[src/hw/rhw_pkg.sv]
// Package with register map, field layouts, reset values and shared types for the hour/weekday stage.
package rhw_pkg;

  localparam logic [11:0] HOUR_OFS = 12'h000;
  localparam logic [11:0] WDAY_OFS = 12'h004;
  localparam logic [11:0] CTRL_OFS = 12'h008;
  localparam logic [11:0] MIN_OFS = 12'h00c;

  localparam int BUSY_BIT = 7;
  localparam int CTRL_FMT_BIT = 6;
  localparam int CTRL_PM_BIT = 5;

  localparam logic [1:0] HOUR_TENS_RST = 2'h0;
  localparam logic [3:0] HOUR_ONES_RST = 4'h0;
  localparam logic [2:0] WDAY_RST = 3'h0;
  localparam logic [2:0] WDAY_SAT = 3'h6;
  localparam logic [2:0] WDAY_SUN = 3'h0;
  localparam logic [3:0] MIN_ONES_TOP = 4'h9;
  localparam logic [2:0] MIN_TENS_TOP = 3'h5;

  // Busy lasts this many cycles after each count tick.
  localparam logic [1:0] BUSY_CYCLES = 2'h2;

  typedef struct packed {
    logic [1:0] tens;
    logic [3:0] ones;
  } rhw_bcd_hour_t;

  typedef struct packed {
    logic [2:0] tens;
    logic [3:0] ones;
  } rhw_bcd_min_t;

  typedef struct packed {
    logic [11:0] paddr;
    logic psel;
    logic penable;
    logic pwrite;
    logic [31:0] pwdata;
  } rhw_apb_req_t;

  typedef struct packed {
    logic [31:0] prdata;
    logic pready;
    logic pslverr;
  } rhw_apb_rsp_t;

endpackage

[src/hw/rhw_hour_step.sv]
// Combinational BCD hour step with 12/24 wrap and daily carry.
`timescale 1ns/1ps
module rhw_hour_step (
  input wire rhw_pkg::rhw_bcd_hour_t hourIn, // present hour count
  input wire logic fmt24, // 1 selects 24-hour range
  input wire logic afternoonIn, // present afternoon flag
  output rhw_pkg::rhw_bcd_hour_t hourOut, // hour after one hourly carry
  output logic afternoonOut, // afternoon flag after the step
  output logic dayCarry // once-per-day carry
);
  import rhw_pkg::*;

  logic atTop;

  always_comb begin
    atTop = fmt24 ? (hourIn.tens == 2'h2 && hourIn.ones == 4'h3) :
                    (hourIn.tens == 2'h1 && hourIn.ones == 4'h1);
    hourOut = hourIn;
    afternoonOut = afternoonIn;
    dayCarry = 1'b0;
    if (atTop) begin
      hourOut.tens = 2'h0;
      hourOut.ones = 4'h0;
      if (fmt24) begin
        dayCarry = 1'b1;
      end else begin
        afternoonOut = ~afternoonIn;
        dayCarry = afternoonIn;
      end
    end else if (hourIn.ones >= 4'h9) begin
      hourOut.ones = 4'h0;
      hourOut.tens = hourIn.tens + 2'h1;
    end else begin
      hourOut.ones = hourIn.ones + 4'h1;
    end
  end
endmodule

[src/hw/rhw_wday_step.sv]
// Combinational weekday step, Sunday through Saturday in binary.
`timescale 1ns/1ps
module rhw_wday_step (
  input wire logic [2:0] dayIn, // present weekday code
  output logic [2:0] dayOut // weekday after one daily carry
);
  import rhw_pkg::*;

  always_comb begin
    if (dayIn >= WDAY_SAT) begin
      dayOut = WDAY_SUN;
    end else begin
      dayOut = dayIn + 3'h1;
    end
  end
endmodule

[src/hw/rhw_hour_weekday.sv]
// Hour and weekday counting stages with minute stage, control bits and an APB slave.
`timescale 1ns/1ps
module rhw_hour_weekday (
  input wire logic clk_sys, // 10 MHz system clock
  input wire logic rst_b, // asynchronous reset, active low
  input wire logic minuteTick, // once-per-minute carry from the seconds stage
  input wire rhw_pkg::rhw_apb_req_t apbReq, // APB request signals
  output rhw_pkg::rhw_apb_rsp_t apbRsp, // APB response signals
  output logic dayCarryOut, // registered daily carry pulse
  output logic updateBusy // update-in-progress level
);
  import rhw_pkg::*;

  typedef struct packed {
    rhw_bcd_min_t minute;
    rhw_bcd_hour_t hour;
    logic [2:0] wday;
    logic fmt24;
    logic afternoon;
    logic [1:0] busyCnt;
    logic dayCarry;
    logic [31:0] prdata;
    logic pready;
    logic pslverr;
  } rhw_state_t;

  rhw_state_t state_q;
  rhw_state_t state_d;

  logic hourTick;
  logic dayTick;
  logic accessPhase;
  logic wrEn;
  rhw_bcd_hour_t hourNext;
  logic afternoonNext;
  logic [2:0] wdayNext;

  ////////////////////////////////////////////////////////////////////////////////

  function automatic logic [31:0] readMux(input logic [11:0] addr, input rhw_state_t s);
    logic [31:0] v;
    v = 32'h0000_0000;
    case (addr)
      HOUR_OFS: begin
        v[BUSY_BIT] = (s.busyCnt != 2'h0);
        v[5:0] = {s.hour.tens, s.hour.ones};
      end
      WDAY_OFS: begin
        v[BUSY_BIT] = (s.busyCnt != 2'h0);
        v[2:0] = s.wday;
      end
      CTRL_OFS: begin
        v[CTRL_FMT_BIT] = s.fmt24;
        v[CTRL_PM_BIT] = s.afternoon;
      end
      MIN_OFS: begin
        v[BUSY_BIT] = (s.busyCnt != 2'h0);
        v[6:0] = {s.minute.tens, s.minute.ones};
      end
      default: begin
        v = 32'h0000_0000;
      end
    endcase
    return v;
  endfunction

  function automatic logic addrKnown(input logic [11:0] addr);
    return (addr == HOUR_OFS) || (addr == WDAY_OFS) || (addr == CTRL_OFS) ||
           (addr == MIN_OFS);
  endfunction

  ////////////////////////////////////////////////////////////////////////////////

  // Minute wrap drives the hour stage.
  assign hourTick = minuteTick && state_q.minute.ones == MIN_ONES_TOP &&
                    state_q.minute.tens == MIN_TENS_TOP;

  rhw_hour_step u_hour (
    .hourIn(state_q.hour),
    .fmt24(state_q.fmt24),
    .afternoonIn(state_q.afternoon),
    .hourOut(hourNext),
    .afternoonOut(afternoonNext),
    .dayCarry(dayTick)
  );

  rhw_wday_step u_wday (
    .dayIn(state_q.wday),
    .dayOut(wdayNext)
  );

  // Registered slave: pready rises in the second access cycle, one wait state.
  assign accessPhase = apbReq.psel && apbReq.penable && !state_q.pready;
  assign wrEn = accessPhase && apbReq.pwrite && addrKnown(apbReq.paddr);

  ////////////////////////////////////////////////////////////////////////////////

  always_comb begin
    state_d = state_q;
    state_d.dayCarry = 1'b0;
    state_d.pready = 1'b0;
    state_d.pslverr = 1'b0;
    if (state_q.busyCnt != 2'h0) begin
      state_d.busyCnt = state_q.busyCnt - 2'h1;
    end
    if (minuteTick) begin
      state_d.busyCnt = BUSY_CYCLES;
      if (state_q.minute.ones == MIN_ONES_TOP) begin
        state_d.minute.ones = 4'h0;
        if (state_q.minute.tens == MIN_TENS_TOP) begin
          state_d.minute.tens = 3'h0;
        end else begin
          state_d.minute.tens = state_q.minute.tens + 3'h1;
        end
      end else begin
        state_d.minute.ones = state_q.minute.ones + 4'h1;
      end
    end
    if (hourTick) begin
      state_d.hour = hourNext;
      state_d.afternoon = afternoonNext;
      if (dayTick) begin
        state_d.wday = wdayNext;
        state_d.dayCarry = 1'b1;
      end
    end
    // A software write overrides a count in the same cycle.
    if (wrEn) begin
      case (apbReq.paddr)
        HOUR_OFS: begin
          state_d.hour.tens = apbReq.pwdata[5:4];
          state_d.hour.ones = apbReq.pwdata[3:0];
        end
        WDAY_OFS: begin
          state_d.wday = apbReq.pwdata[2:0];
        end
        CTRL_OFS: begin
          state_d.fmt24 = apbReq.pwdata[CTRL_FMT_BIT];
          state_d.afternoon = apbReq.pwdata[CTRL_PM_BIT];
        end
        MIN_OFS: begin
          state_d.minute.tens = apbReq.pwdata[6:4];
          state_d.minute.ones = apbReq.pwdata[3:0];
        end
        default: begin
          state_d.fmt24 = state_q.fmt24;
        end
      endcase
    end
    if (accessPhase) begin
      state_d.pready = 1'b1;
      state_d.pslverr = !addrKnown(apbReq.paddr);
      state_d.prdata = apbReq.pwrite ? 32'h0000_0000 : readMux(apbReq.paddr, state_q);
    end
  end

  always_ff @(posedge clk_sys or negedge rst_b) begin
    if (!rst_b) begin
      state_q <= '0;
    end else begin
      state_q <= state_d;
    end
  end

  assign apbRsp.prdata = state_q.prdata;
  assign apbRsp.pready = state_q.pready;
  assign apbRsp.pslverr = state_q.pslverr;
  assign dayCarryOut = state_q.dayCarry;
  assign updateBusy = state_q.busyCnt != 2'h0;

  ////////////////////////////////////////////////////////////////////////////////

  a_hour_ones_range: assert property (@(posedge clk_sys) disable iff (!rst_b)
    (hourTick && !wrEn && state_q.hour.ones == 4'h9) |=> state_q.hour.ones == 4'h0)
    else $error("hour ones did not wrap after nine");

  a_hour_24_wrap: assert property (@(posedge clk_sys) disable iff (!rst_b)
    (hourTick && !wrEn && state_q.fmt24 && state_q.hour == 6'h23) |=>
    (state_q.hour == 6'h00 && dayCarryOut))
    else $error("24-hour wrap or daily carry missing");

  a_hour_12_wrap: assert property (@(posedge clk_sys) disable iff (!rst_b)
    (hourTick && !wrEn && !state_q.fmt24 && state_q.hour == 6'h11) |=>
    (state_q.hour == 6'h00 && state_q.afternoon != $past(state_q.afternoon)))
    else $error("12-hour wrap did not toggle afternoon");

  a_hour_step_one: assert property (@(posedge clk_sys) disable iff (!rst_b)
    (hourTick && !wrEn && state_q.hour.ones < 4'h9 && state_q.hour != 6'h11 &&
     state_q.hour != 6'h23) |=> state_q.hour.ones == $past(state_q.hour.ones) + 4'h1)
    else $error("hour did not advance by one");

  a_busy_after_tick: assert property (@(posedge clk_sys) disable iff (!rst_b)
    minuteTick |=> updateBusy [*2])
    else $error("busy flag not held after update");

  a_hour_bit6_zero: assert property (@(posedge clk_sys) disable iff (!rst_b)
    (apbReq.psel && apbReq.penable && !apbReq.pwrite && apbReq.paddr == HOUR_OFS &&
     !state_q.pready) |=> (apbRsp.pready && !apbRsp.prdata[6]))
    else $error("hour bit six read nonzero");

  a_wday_reserved_zero: assert property (@(posedge clk_sys) disable iff (!rst_b)
    (apbReq.psel && apbReq.penable && !apbReq.pwrite && apbReq.paddr == WDAY_OFS &&
     !state_q.pready) |=> apbRsp.prdata[6:3] == 4'h0)
    else $error("weekday reserved bits read nonzero");

  a_wday_sat_wrap: assert property (@(posedge clk_sys) disable iff (!rst_b)
    (hourTick && dayTick && !wrEn && state_q.wday == WDAY_SAT) |=>
    state_q.wday == WDAY_SUN)
    else $error("Saturday did not wrap to Sunday");

  a_wday_no_day_hold: assert property (@(posedge clk_sys) disable iff (!rst_b)
    (!(hourTick && dayTick) && !wrEn) |=> $stable(state_q.wday))
    else $error("weekday moved without daily carry");

  a_wday_range: assert property (@(posedge clk_sys) disable iff (!rst_b)
    (state_q.wday != 3'h7) |-> ##1 (state_q.wday != 3'h7 || $past(wrEn)))
    else $error("weekday entered reserved code");

  a_tens_range: assert property (@(posedge clk_sys) disable iff (!rst_b)
    (state_q.hour.tens != 2'h3) |=> (state_q.hour.tens != 2'h3 || $past(wrEn)))
    else $error("hour tens left range");

  // The busy window is short on purpose, so that a polling read rarely has to retry.
  a_busy_clears: assert property (@(posedge clk_sys) disable iff (!rst_b)
    (minuteTick ##1 !minuteTick ##1 !minuteTick) |=> !updateBusy)
    else $error("busy flag held too long");

  a_busy_idle: assert property (@(posedge clk_sys) disable iff (!rst_b)
    (!minuteTick && !updateBusy) |=> !updateBusy)
    else $error("busy flag rose without a tick");

  a_hour_read_busy: assert property (@(posedge clk_sys) disable iff (!rst_b)
    (accessPhase && !apbReq.pwrite && apbReq.paddr == HOUR_OFS) |=>
    (apbRsp.prdata[7] == $past(updateBusy)))
    else $error("hour busy bit disagrees with busy level");

  a_wday_read_busy: assert property (@(posedge clk_sys) disable iff (!rst_b)
    (accessPhase && !apbReq.pwrite && apbReq.paddr == WDAY_OFS) |=>
    (apbRsp.prdata[7] == $past(updateBusy)))
    else $error("weekday busy bit disagrees with busy level");

  a_hour_upper_zero: assert property (@(posedge clk_sys) disable iff (!rst_b)
    (accessPhase && !apbReq.pwrite && apbReq.paddr == HOUR_OFS) |=>
    (apbRsp.prdata[31:8] == 24'h000000))
    else $error("hour upper bits read nonzero");

  a_wday_upper_zero: assert property (@(posedge clk_sys) disable iff (!rst_b)
    (accessPhase && !apbReq.pwrite && apbReq.paddr == WDAY_OFS) |=>
    (apbRsp.prdata[31:8] == 24'h000000))
    else $error("weekday upper bits read nonzero");

  a_day_needs_hour: assert property (@(posedge clk_sys) disable iff (!rst_b)
    dayCarryOut |-> $past(hourTick))
    else $error("daily carry without hourly carry");

  a_hour_no_tick: assert property (@(posedge clk_sys) disable iff (!rst_b)
    (!hourTick && !wrEn) |=> $stable(state_q.hour))
    else $error("hour moved without hourly carry");

  a_ones_stay_bcd: assert property (@(posedge clk_sys) disable iff (!rst_b)
    (hourTick && !wrEn && state_q.hour.ones <= 4'h9) |=> (state_q.hour.ones <= 4'h9))
    else $error("hour ones left decimal range");

  a_tens_carry: assert property (@(posedge clk_sys) disable iff (!rst_b)
    (hourTick && !wrEn && state_q.hour.ones == 4'h9 && state_q.hour.tens < 2'h2) |=>
    (state_q.hour.tens == $past(state_q.hour.tens) + 2'h1))
    else $error("hour tens did not take the carry");

  a_morning_no_day: assert property (@(posedge clk_sys) disable iff (!rst_b)
    (hourTick && !wrEn && !state_q.fmt24 && state_q.hour == 6'h11 && !state_q.afternoon)
    |=> !dayCarryOut)
    else $error("daily carry at noon");

  a_evening_day: assert property (@(posedge clk_sys) disable iff (!rst_b)
    (hourTick && !wrEn && !state_q.fmt24 && state_q.hour == 6'h11 && state_q.afternoon)
    |=> dayCarryOut)
    else $error("daily carry missing at midnight");

  a_afternoon_hold: assert property (@(posedge clk_sys) disable iff (!rst_b)
    (!hourTick && !wrEn) |=> $stable(state_q.afternoon))
    else $error("afternoon flag moved without carry");

endmodule

[config.mk]
export PLATFORM = sky130hd
export DESIGN_NAME = rhw_hour_weekday
export DESIGN_NICKNAME = d
export VERILOG_FILES = /design/src/hw/rhw_pkg.sv /design/src/hw/rhw_hour_step.sv /design/src/hw/rhw_wday_step.sv /design/src/hw/rhw_hour_weekday.sv
export SDC_FILE = /design/constraint.sdc
export NUM_CORES = 1
export LEC_CHECK = 0
export ABC_AREA = 1
export BUFFER_PORTS_ARGS = -buffer_cell sky130_fd_sc_hd__buf_4
export CORE_MARGIN = 2
export CORE_UTILIZATION = 30
export DETAILED_ROUTE_END_ITERATION = 10
export HOLD_SLACK_MARGIN = 0.15
export PLACE_DENSITY = 0.56
export SYNTH_ARGS = -nofsm -noshare
export SYNTH_HDL_FRONTEND = slang
export SYNTH_SLANG_ARGS = --single-unit
[constraint.sdc]
create_clock -name clk_sys -period 1.65 [get_ports clk_sys]
set_input_delay 0.33 -clock clk_sys [delete_from_list [all_inputs] [get_ports clk_sys]]
set_output_delay 0.33 -clock clk_sys [all_outputs]
set_load 0.05 [all_outputs]
# --- Word level (Yosys, flattened, before mapping) ---
# Cells that the tools add are included.
totals:
  ff_bits: 31
  latchBits: 0
  ramBits: 0
  rom_bits: 0
  output_inout_bits: 36
  wordCells: 81
  mem_count: 0
classes:
  add_sub_neg: 6
  multipliers: 0
  div: 0
  n_lt_le_gt_ge: 2
  eq_ne: 9
  shifts: 0
  muxes: 33
  n_bitwise: 1
  reduce_logical: 18
ops:
  columns: ["operator", "count"]
  rows:
  - ["12-bit by 4-bit == test with 1-bit output, second input constant", 2]
  - ["18-bit 2-to-1 mux", 1]
  - ["3-bit 2-to-1 mux", 5]
  - ["7-bit 2-to-1 mux", 2]
  - ["12-bit by 3-bit == test with 1-bit output, second input constant", 1]
  - ["12-bit zero test", 1]
  - ["6-bit 2-to-1 mux", 2]
  - ["1-bit 2-to-1 mux", 11]
  - ["9-bit 2-to-1 mux", 1]
  - ["3-bit case mux with 3 select lines", 1]
  - ["4-bit by 1-bit adder with 4-bit output, second input constant", 2]
  - ["1-bit logical AND", 8]
  - ["2-bit 2-to-1 mux", 4]
  - ["4-bit 2-to-1 mux", 2]
  - ["8-bit 2-to-1 mux", 1]
  - ["3-bit by 1-bit adder with 3-bit output, second input constant", 2]
  - ["4-bit by 1-bit == test with 1-bit output, second input constant", 1]
  - ["4-bit by 2-bit == test with 1-bit output, second input constant", 1]
  - ["4-bit == test, second input constant", 1]
  - ["4-bit >= comparator, second input constant", 1]
  - ["2-bit case mux with 2 select lines", 1]
  - ["2-bit nonzero test", 2]
  - ["3-bit == test, second input constant", 1]
  - ["3-bit >= comparator, second input constant", 1]
  - ["11 further kinds", 14]

# --- Longest topological paths before layout ---
# Gate-level depths: netlist (run 1).
logic_depth:
  word_depth: 8
  depth_mapped: 11
  mapped_depth_nobuf: 11

# --- Cells and area by module ---
# A second synthesis (run 1) with hierarchy kept.
unflattened:
  cells_unflattened: 335
  area_unflattened_um2: 2429.8
by_module_without_submodules:
  columns: ["mod", "instances", "cells_each", "area_each_um2", "seq_area_each_um2"]
  rows:
  - ["rhw_hour_weekday", 1, 276, 2109.5, 775.7]
  - ["rhw_hour_step", 1, 45, 247.7, 0.0]
  - ["rhw_wday_step", 1, 14, 72.6, 0.0]

# --- Least setup slack after synthesis (run 1) ---
# OpenSTA, ideal clock, no wires.
synth_path:
  path_kind: "register to register"
  from: "register state_q[43] (netlist name)"
  to: "register state_q[39] (netlist name)"
  setup_ps: 117
  arrival_time_ps: 1304
  required_time_ps: 1533
  slack_ps: 229
  stages_incl_launch_ff: 12
  n_path_buf: 0
  period_less_slack_ps: 1421
  cell_sequence: "dfrtp_1 > inv_1 > ha_1 > nand2_1 > nand2_1 > nand3_1 > nor2_1 > nand2_1 > nand2_1 > nand2_1 > nand2_1 > nand2_1"
synth_lines:
  columns: ["item", "line", "source"]
  rows:
  - ["start, declared", "rhw_hour_weekday.sv:27", "rhw_state_t state_q;"]
  - ["start signal, assigned", "rhw_hour_weekday.sv:161", "state_q <= state_d;"]

==> results.sh, run 1 <==
export IMPL_drt_total_wl_mm=4.95
export IMPL_drtAntennaViolNets=0
export IMPL_most_common_layout_cells="nand2_1, buf_4, nand3_1"
export IMPL_cp_data_required_time_ns=1.84
export IMPL_syn_avg_cell_area_um2=7.21
export IMPL_cp_arrival_ns=1.75
export IMPL_core_region_area_mm2=0.00721
export IMPL_layout_drive_gt1_share_pct=21.3
export IMPL_critical_path_most_common_cell="nand2_1"
export IMPL_finalWeightedCongestion=0.786
export IMPL_floorplan_initialDensity_pct=30.8
export IMPL_num_antenna_cells=0
export IMPL_fin_worst_hold_slack_ns=0.249
export IMPL_leftover_overflow_at_the_end_of_global_routing=0
export IMPL_r2r_cells=8
export IMPL_unrepaired_setup_endpoints_after_global_routing="yes"
export IMPL_synth_cell_type_count=29
export IMPL_count_of_maximum_capacitance_violations=0
export IMPL_swShare_pct=35.8
export IMPL_cts_root_buf="clkbuf_8"
export IMPL_post_route_min_period_ns=1.56
export IMPL_mostFrequentLayoutCell="nand2_1"
export IMPL_design_area_mm2=0.00267
export IMPL_worst_skew_pair_late_latency_ns=0.29
export IMPL_area_growth_syn_to_layout_pct=20.4
export IMPL_cpPeakStageDelay_ns=0.43
export IMPL_power_static_leakage_uw=0.00146
export IMPL_yosysTopAreaCellShare_pct=34.9
export IMPL_numCtsBuffers=5
export IMPL_globalRouteTotalUtil_pct=13.2
export IMPL_multi_input_comb_area_mm2=0.00112
export IMPL_ios=86
export IMPL_setup_viol=0
export IMPL_peakVddDrop_uv=334
export IMPL_numClockSinks=31
export IMPL_power_share_clock_pct=30.3
export IMPL_crit_path_end_kind="flip-flop"
export IMPL_cp_cell_sequence="ha_1, nand2_1, nand2_1, nand3_2, inv_1, nand2_1, nand2_2, o21ai_0"
export IMPL_synth_edff_count=0
export IMPL_wire_length_per_cell_um=11.0
export IMPL_most_frequently_used_flop_master_after_synthesis="dfrtp_1"
export IMPL_fin_util_pct=37.0
export IMPL_total_switching_power_uw=932
export IMPL_timing_final_crit_share_pct=94.5
export IMPL_viasPerCell=4.28
export IMPL_min_path_type="in2reg"
export IMPL_holdPathStages=2
export IMPL_drtIter0Drc=136
export IMPL_synthesis_yosys_warnings=0
export IMPL_synth_area_leaders="dfrtp_1, nand2_1, buf_4"
export IMPL_synthArstFlopShare_pct=100
export IMPL_fp_dieW_um=90.0
export IMPL_comb_power_share_pct=31.7
export IMPL_drt_drc_violations_left=0
export IMPL_postSynthRegisterBits=31
export IMPL_die_area_mm2=0.00810
export IMPL_setup_tns_final_ns=0
export IMPL_synthesis_area_mm2=0.00222
export IMPL_drt_pass1_iter_count=4
export IMPL_antenna_found_initial=0
export IMPL_internal_power_uw=1670
export IMPL_crit_path_start_kind="flip-flop"
export IMPL_power_per_cell_area_mw_per_mm2=975
export IMPL_clkTransAtPathRegs_ns=0.07
export IMPL_fin_worst_skew_ns=0.00803
export IMPL_number_of_global_route_vias_before_repair=1876
export IMPL_max_clock_freq_mhz=641
export IMPL_cts_path_max_buffers=2
export IMPL_sequential_cell_area_um2=776
export IMPL_status="complete, no violations"
export IMPL_grt_start_max_net_pins=32
export IMPL_dpl_instance_area_mm2=0.00251
export IMPL_nets=409
export IMPL_hpwlAfterDp_mm=3.92
export IMPL_slew_viol_final=0
export IMPL_die_h_um=90.0
export IMPL_io_buffer_count=36
export IMPL_placementRows=31
export IMPL_cts_tree="done"
export IMPL_p_seq_share_pct=38.0
export IMPL_fill_cells=777
export IMPL_first_pass_grt_wire_length_mm=8.70
export IMPL_syn_inst=308
export IMPL_yosysSeqAreaShare_pct=34.9
export IMPL_num_vias=1932
export IMPL_timing_hold_violations_final=0
export IMPL_synth_largest_area_cell="dfrtp_1"
export IMPL_slowest_stage="dfrtp_1"
export IMPL_path_max_fanout=5
export IMPL_criticalPathCategory="reg2reg"
export IMPL_clock_tree_htree_level_count=2
-- cell usage after synthesis, types with 2 or more instances --
cell type	count
buf_2	2
o21ai_1	2
a21oi_1	5
inv_1	38
nand3_2	3
nand4_1	3
nor2_4	2
dfrtp_1	31
xnor2_1	2
nand3_1	40
nor3_1	2
nor2_1	24
o21ai_0	15
ha_1	8
o22ai_1	2
buf_4	34
nand2_2	2
nand2_1	81
nor2_2	2
-- routing by layer --
metal,track usage [%],wire (um)
met2,21.3,2260
met3,3.69,282
met5,0,0
met4,3.72,57
met1,17.4,2350
-- state kept, by name, indices dropped and copies added, names as in the netlist --
name	count
apbRsp	10
dayCarryOut	1
state_q	20
-- path summary, 6_finish.rpt --
check,slack (ns),start,endpoint
worst max-delay path,0.09,state_q[42]$_DFF_PN0_,state_q[46]$_DFF_PN0_
worst min-delay path,0.25,minuteTick,state_q[35]$_DFFE_PN0P_
worst max register to register,0.09,state_q[42]$_DFF_PN0_,state_q[46]$_DFF_PN0_
worst min register to register,0.48,apbRsp[4]$_DFFE_PN0P_,apbRsp[4]$_DFFE_PN0P_
max in group asynchronous,0.83,rst_b,apbRsp[4]$_DFFE_PN0P_
min in group asynchronous,0.52,rst_b,state_q[39]$_DFF_PN0_
-- worst max-delay path: cells and delay by family, from the launching register on --
family / cells / cell delay, ns
simple gates: 5 / 0.50
flops: 1 / 0.43
fa+ha+maj: 1 / 0.25
compound gates: 1 / 0.22
buf+inv: 1 / 0.07
-- repair_timing --
| action | CTS | global route |
|---|---|---|
| hold endpoints to repair | 31 | 0 |
| hold buffers | 1 | 0 |
| setup buffers | 0 | 1 |
| gates resized for setup | 0 | 8 |
| endpoints found under the setup margin | 0 | 10 |
-- cells by family after synthesis --
kind of cell	share of synthesized area (%)
and+or+nand+nor	33.4
buffers and inverters	19.2
DFF	34.9
AOI/OAI and AO/OA	6.54
adders and majority gates	4.51
xor gates and xnor gates	1.18
other	0.169
-- power by group through the flow --
stage                     Sequential [uW]  Combinational [uW]  Clock, uW
after CTS                             988                 824        800
after floorplan                       995                 598          0
final                                 988                 827        789
after global placement                998                 799          0
after global routing                 1010                 925        831
after detailed placement             1000                 820          0
-- metrics by stage --
stage               worst slack (ns)  instances  total power, uW
finish                        0.0904        451             2600
global route                 -0.0126        451             2760
CTS                          0.00645        450             2610
detailed placement            0.0242        441             1820
global placement              0.0629        441             1800
floorplan                      0.229        331             1590
-- layout make-up --
cell class,count,share of cell area (%)
tap,99,4.63
timing repair buffer,51,14.6
sequential,31,29.0
multi-input combinational,224,42.0
clock inverter,2,1.31
inverter,38,5.34
clock buffer,6,3.09
(Power assumes the default switching activity.)
==> inputs of run 2 (changes only) <==
clock period = 1.9 ns   (was 1.65 ns; I/O delays follow)
==> results.sh, run 2 (same netlist as run 1, synthesis figures left out) <==
export IMPL_antenna_found_initial=0
export IMPL_area_growth_syn_to_layout_pct=16.1
export IMPL_peakVddDrop_uv=343
export IMPL_power_static_leakage_uw=0.00141
export IMPL_rr_endpoint="state_q[47]$_DFF_PN0_"
export IMPL_worst_skew_pair_late_latency_ns=0.29
export IMPL_core_region_area_mm2=0.00721
export IMPL_criticalPathCategory="reg2reg"
export IMPL_io_buffer_count=36
export IMPL_timing_hold_violations_final=0
export IMPL_finalWeightedCongestion=0.776
export IMPL_first_pass_grt_wire_length_mm=8.40
export IMPL_largest_register_ff_count=20
export IMPL_design_area_mm2=0.00258
export IMPL_worst_hold_end="state_q[35]$_DFFE_PN0P_"
export IMPL_drtAntennaViolNets=0
export IMPL_dpl_instance_area_mm2=0.00245
export IMPL_drt_drc_violations_left=0
export IMPL_cts_root_buf="clkbuf_8"
export IMPL_swShare_pct=36.0
export IMPL_r2r_cells=8
export IMPL_num_antenna_cells=0
export IMPL_internal_power_uw=1400
export IMPL_setup_viol=0
export IMPL_power_per_cell_area_mw_per_mm2=850
export IMPL_postCtsSetupBuffers=0
export IMPL_leftover_overflow_at_the_end_of_global_routing=0
export IMPL_floorplan_initialDensity_pct=30.8
export IMPL_final_power_uw=2190
export IMPL_mostFrequentLayoutCell="nand2_1"
export IMPL_post_route_min_period_ns=1.63
export IMPL_num_vias=1896
export IMPL_post_place_cells=432
export IMPL_ios=86
export IMPL_cts_path_max_buffers=2
export IMPL_min_path_type="in2reg"
export IMPL_grt_start_max_net_pins=32
export IMPL_cts_tree="done"
export IMPL_crit_path_start_kind="flip-flop"
export IMPL_holdPathStages=2
export IMPL_fp_dieW_um=90.0
export IMPL_viasPerCell=4.30
export IMPL_wire_length_per_cell_um=10.9
export IMPL_slew_viol_final=0
export IMPL_clock_tree_htree_level_count=2
export IMPL_count_of_maximum_capacitance_violations=0
export IMPL_setup_tns_final_ns=0
export IMPL_finish_cell_count_without_fillers=441
export IMPL_clkTransAtPathRegs_ns=0.07
export IMPL_status="complete, no violations"
export IMPL_nets=399
export IMPL_layout_drive_gt1_share_pct=18.1
export IMPL_max_clock_freq_mhz=613
export IMPL_crit_path_end_kind="flip-flop"
export IMPL_cp_data_required_time_ns=2.10
export IMPL_die_h_um=90.0
export IMPL_total_switching_power_uw=789
export IMPL_relSlewSlack_pct=66.5
export IMPL_crit_reg2reg_launch="state_q[42]$_DFF_PN0_"
export IMPL_number_of_global_route_vias_before_repair=1743
export IMPL_numClockSinks=31
export IMPL_fin_worst_skew_ns=0.00828
export IMPL_comb_power_share_pct=28.2
export IMPL_timing_final_crit_share_pct=85.8
export IMPL_fin_util_pct=35.7
export IMPL_hpwlAfterDp_mm=3.82
export IMPL_cp_arrival_ns=1.83
export IMPL_most_common_layout_cells="nand2_1, nand3_1, buf_4"
export IMPL_placementRows=31
export IMPL_drtIter0Drc=94
export IMPL_reg2reg_slack_ns=0.27
export IMPL_die_area_mm2=0.00810
export IMPL_worst_hold_startpoint="minuteTick"
export IMPL_drt_pass1_iter_count=4
export IMPL_worstMarginPinSlew_ns=0.498
export IMPL_p_seq_share_pct=40.6
export IMPL_numCtsBuffers=5
export IMPL_drt_total_wl_mm=4.81
export IMPL_power_share_clock_pct=31.2
export IMPL_globalRouteTotalUtil_pct=12.7
export IMPL_path_max_fanout=6
export IMPL_unrepaired_setup_endpoints_after_global_routing="no"
export IMPL_largest_register="state_q"
[run 2: final cells by class]
cell class                      instances  area [um2]
Fill cell                             794        4640
Multi-Input combinational cell        224        1110
Sequential cell                        31         776
Timing Repair Buffer                   41         310
Inverter                               38         143
Tap cell                               99         124
Clock buffer                            6        82.6
Clock inverter                          2        35.0
[run 2: repair_timing]
action | 4_1_cts | 5_1_grt
hold endpoints to repair | 31 | 0
endpoints found under the setup margin | 0 | 1
resized for setup | 0 | 1
hold buffers | 1 | 0
[run 2: power groups by stage]
stage                     logic, uW  registers (uW)  clock network, uW
final                           617             890                682
after global routing            699             909                727
after CTS                       621             889                693
after detailed placement        617             900                  0
after global placement          602             897                  0
after floorplan                 520             864                  0
[run 2: stage by stage]
step | hold slack [ns] | setup slack [ns]
finish | 0.306 | 0.269
global route | 0.310 | 0.0102
CTS | 0.301 | 0.193
detailed placement | 0.349 | 0.212
global placement | 0.352 | 0.243
floorplan | 0.0844 | 0.479
[run 2: layer usage]
| layer | vias to the layer above | track usage, % | part of all wire [%] |
|---|---|---|---|
| met3 | 6 | 3.44 | 5.7 |
| met1 | 860 | 17.1 | 48 |
| met5 | - | 0 | 0 |
| li1 | 981 | - | - |
| met4 | 0 | 3.08 | 0.93 |
| met2 | 49 | 20.3 | 46 |
[run 2: worst max-delay path, stage by stage (launching register included)]
cell and delay [ns]:
dfrtp_1 0.46, ha_1 0.27, nand2_1 0.07, nand2_1 0.05, nand3_1 0.18, inv_1 0.09, nand2_1 0.13, nand2_1 0.13
o21ai_0 0.19
[run 2: how the worst max path moves through the flow]
stage                                startpoint                    end  slack, ns
after floorplan           state_q[43]$_DFF_PN0_  state_q[39]$_DFF_PN0_       0.48
after global placement    state_q[43]$_DFF_PN0_  state_q[39]$_DFF_PN0_       0.24
after detailed placement  state_q[43]$_DFF_PN0_  state_q[39]$_DFF_PN0_       0.21
after CTS                 state_q[42]$_DFF_PN0_  state_q[39]$_DFF_PN0_       0.19
after global routing      state_q[43]$_DFF_PN0_  state_q[47]$_DFF_PN0_       0.01
final                     state_q[42]$_DFF_PN0_  state_q[47]$_DFF_PN0_       0.27
==> inputs of run 3 (changes only) <==
clock period = 1.61 ns   (was 1.9 ns; I/O delays follow)
==> results.sh, run 3 (same netlist as run 1, synthesis figures left out) <==
export IMPL_critical_path_startpoint="state_q[35]$_DFFE_PN0P_"
export IMPL_hpwlAfterDp_mm=4.00
export IMPL_cp_data_required_time_ns=1.29
export IMPL_cts_tree="done"
export IMPL_gr_usage_met1_pct=16.3
export IMPL_die_h_um=90.0
export IMPL_drtIter0Drc=89
export IMPL_path_max_fanout=4
export IMPL_leftover_overflow_at_the_end_of_global_routing=0
export IMPL_ios=86
export IMPL_floorplan_initialDensity_pct=30.8
export IMPL_fp_dieW_um=90.0
export IMPL_largest_register="state_q"
export IMPL_area_growth_syn_to_layout_pct=20.5
export IMPL_crit_path_end_kind="primary output"
export IMPL_criticalPathCategory="reg2out"
export IMPL_worst_hold_startpoint="apbReq[2]"
export IMPL_peakVddDrop_uv=337
export IMPL_placementRows=31
export IMPL_met2_usage_pct=22.3
export IMPL_num_vias=1959
export IMPL_io_buffer_count=36
export IMPL_numClockSinks=31
export IMPL_clock_tree_htree_level_count=2
export IMPL_first_pass_grt_wire_length_mm=8.69
export IMPL_min_path_type="in2reg"
export IMPL_max_clock_freq_mhz=663
export IMPL_timing_hold_violations_final=0
export IMPL_grt_start_max_net_pins=32
export IMPL_globalRouteTotalUtil_pct=13.2
export IMPL_drt_pass1_iter_count=4
export IMPL_final_power_uw=2480
export IMPL_layout_drive_gt1_share_pct=22.5
export IMPL_num_antenna_cells=0
export IMPL_cts_root_buf="clkbuf_8"
export IMPL_clkTransAtPathRegs_ns=0.06
export IMPL_slew_viol_final=0
export IMPL_finalWeightedCongestion=0.793
export IMPL_setup_viol=0
export IMPL_global_route_usage_met3_pct=3.60
export IMPL_most_common_layout_cells="nand2_1, buf_4, nand3_1"
export IMPL_viasPerCell=4.31
export IMPL_numCtsBuffers=5
export IMPL_fin_worst_skew_ns=0.00620
export IMPL_top_usage_layer="met2"
export IMPL_power_per_cell_area_mw_per_mm2=928
export IMPL_mostFrequentLayoutCell="nand2_1"
export IMPL_drt_total_wl_mm=5.17
export IMPL_setup_tns_final_ns=0
export IMPL_number_of_global_route_vias_before_repair=1916
export IMPL_drtAntennaViolNets=0
export IMPL_die_area_mm2=0.00810
export IMPL_worst_skew_pair_late_latency_ns=0.29
export IMPL_timing_final_crit_share_pct=93.8
export IMPL_drt_drc_violations_left=0
export IMPL_power_static_leakage_uw=0.00147
export IMPL_cp_arrival_ns=1.19
export IMPL_wire_length_per_cell_um=11.4
export IMPL_post_route_min_period_ns=1.51
export IMPL_core_region_area_mm2=0.00721
export IMPL_antenna_found_initial=0
export IMPL_nets=413
export IMPL_status="complete, no violations"
export IMPL_unrepaired_setup_endpoints_after_global_routing="yes"
export IMPL_largest_register_ff_count=20
export IMPL_crit_path_start_kind="flip-flop"
export IMPL_crit_reg2reg_launch="state_q[46]$_DFF_PN0_"
export IMPL_count_of_maximum_capacitance_violations=0
export IMPL_cts_path_max_buffers=2
==> run 3: final timing paths <==
path                       cells past startpoint  slack, ns               endpoint
min                                            3       0.25  state_q[41]$_DFF_PN0_
max reg2reg                                   11       0.17  state_q[39]$_DFF_PN0_
min reg2reg                                    2       0.49  apbRsp[9]$_DFFE_PN0P_
min in group asynchronous                      2       0.52  state_q[43]$_DFF_PN0_
max in group asynchronous                      2       0.76  state_q[42]$_DFF_PN0_
max                                            4       0.10             updateBusy
==> run 3: power by group <==
group	switching [uW]	leakage, uW	internal [uW]
Combinational	547	0.00105	320
Clock	294	0.0000422	303
Sequential	108	0.000375	908
Total	950	0.00147	1530
==> run 3: layout make-up <==
type,instances,area [um2]
fill,791,4540
multi-input combinational,224,1130
sequential,31,777
timing repair buffer,55,419
inverter,38,143
tap,99,124
clock buffer,7,76.3
clock inverter,1,5.00
==> run 3: per-stage QoR <==
step | instance area (um2) | hold WS [ns] | std cells | utilization (%) | worst slack, ns
final | 2670 | 0.251 | 455 | 37.1 | 0.101
after global routing | 2670 | 0.254 | 455 | 37.1 | -0.00402
after CTS | 2640 | 0.245 | 454 | 36.5 | 0.00352
after detailed placement | 2540 | 0.300 | 445 | 35.3 | 0.0266
after global placement | 2540 | 0.298 | 445 | 35.3 | 0.0358
after floorplan | 2310 | 0.0264 | 331 | - | 0.189
==> run 3: routing by layer <==
metal | vias up | wire (um)
met5 | - | 0
met4 | 0 | 86
li1 | 1013 | -
met1 | 883 | 2420
met2 | 53 | 2380
met3 | 10 | 277
==> run 3: timing repair <==
| action | in CTS | in global routing |
|---|---|---|
| hold endpoints to repair | 31 | 0 |
| hold buffers | 1 | 0 |
| gates resized for setup | 0 | 12 |
| setup buffers | 0 | 1 |
| setup endpoints to repair | 0 | 12 |
==> run 3: worst max-delay path, stage by stage, from the launching register on <==
cell	delay, ns
dfrtp_1	0.38
inv_1	0.08
ha_1	0.22
inv_2	0.07
buf_6	0.15
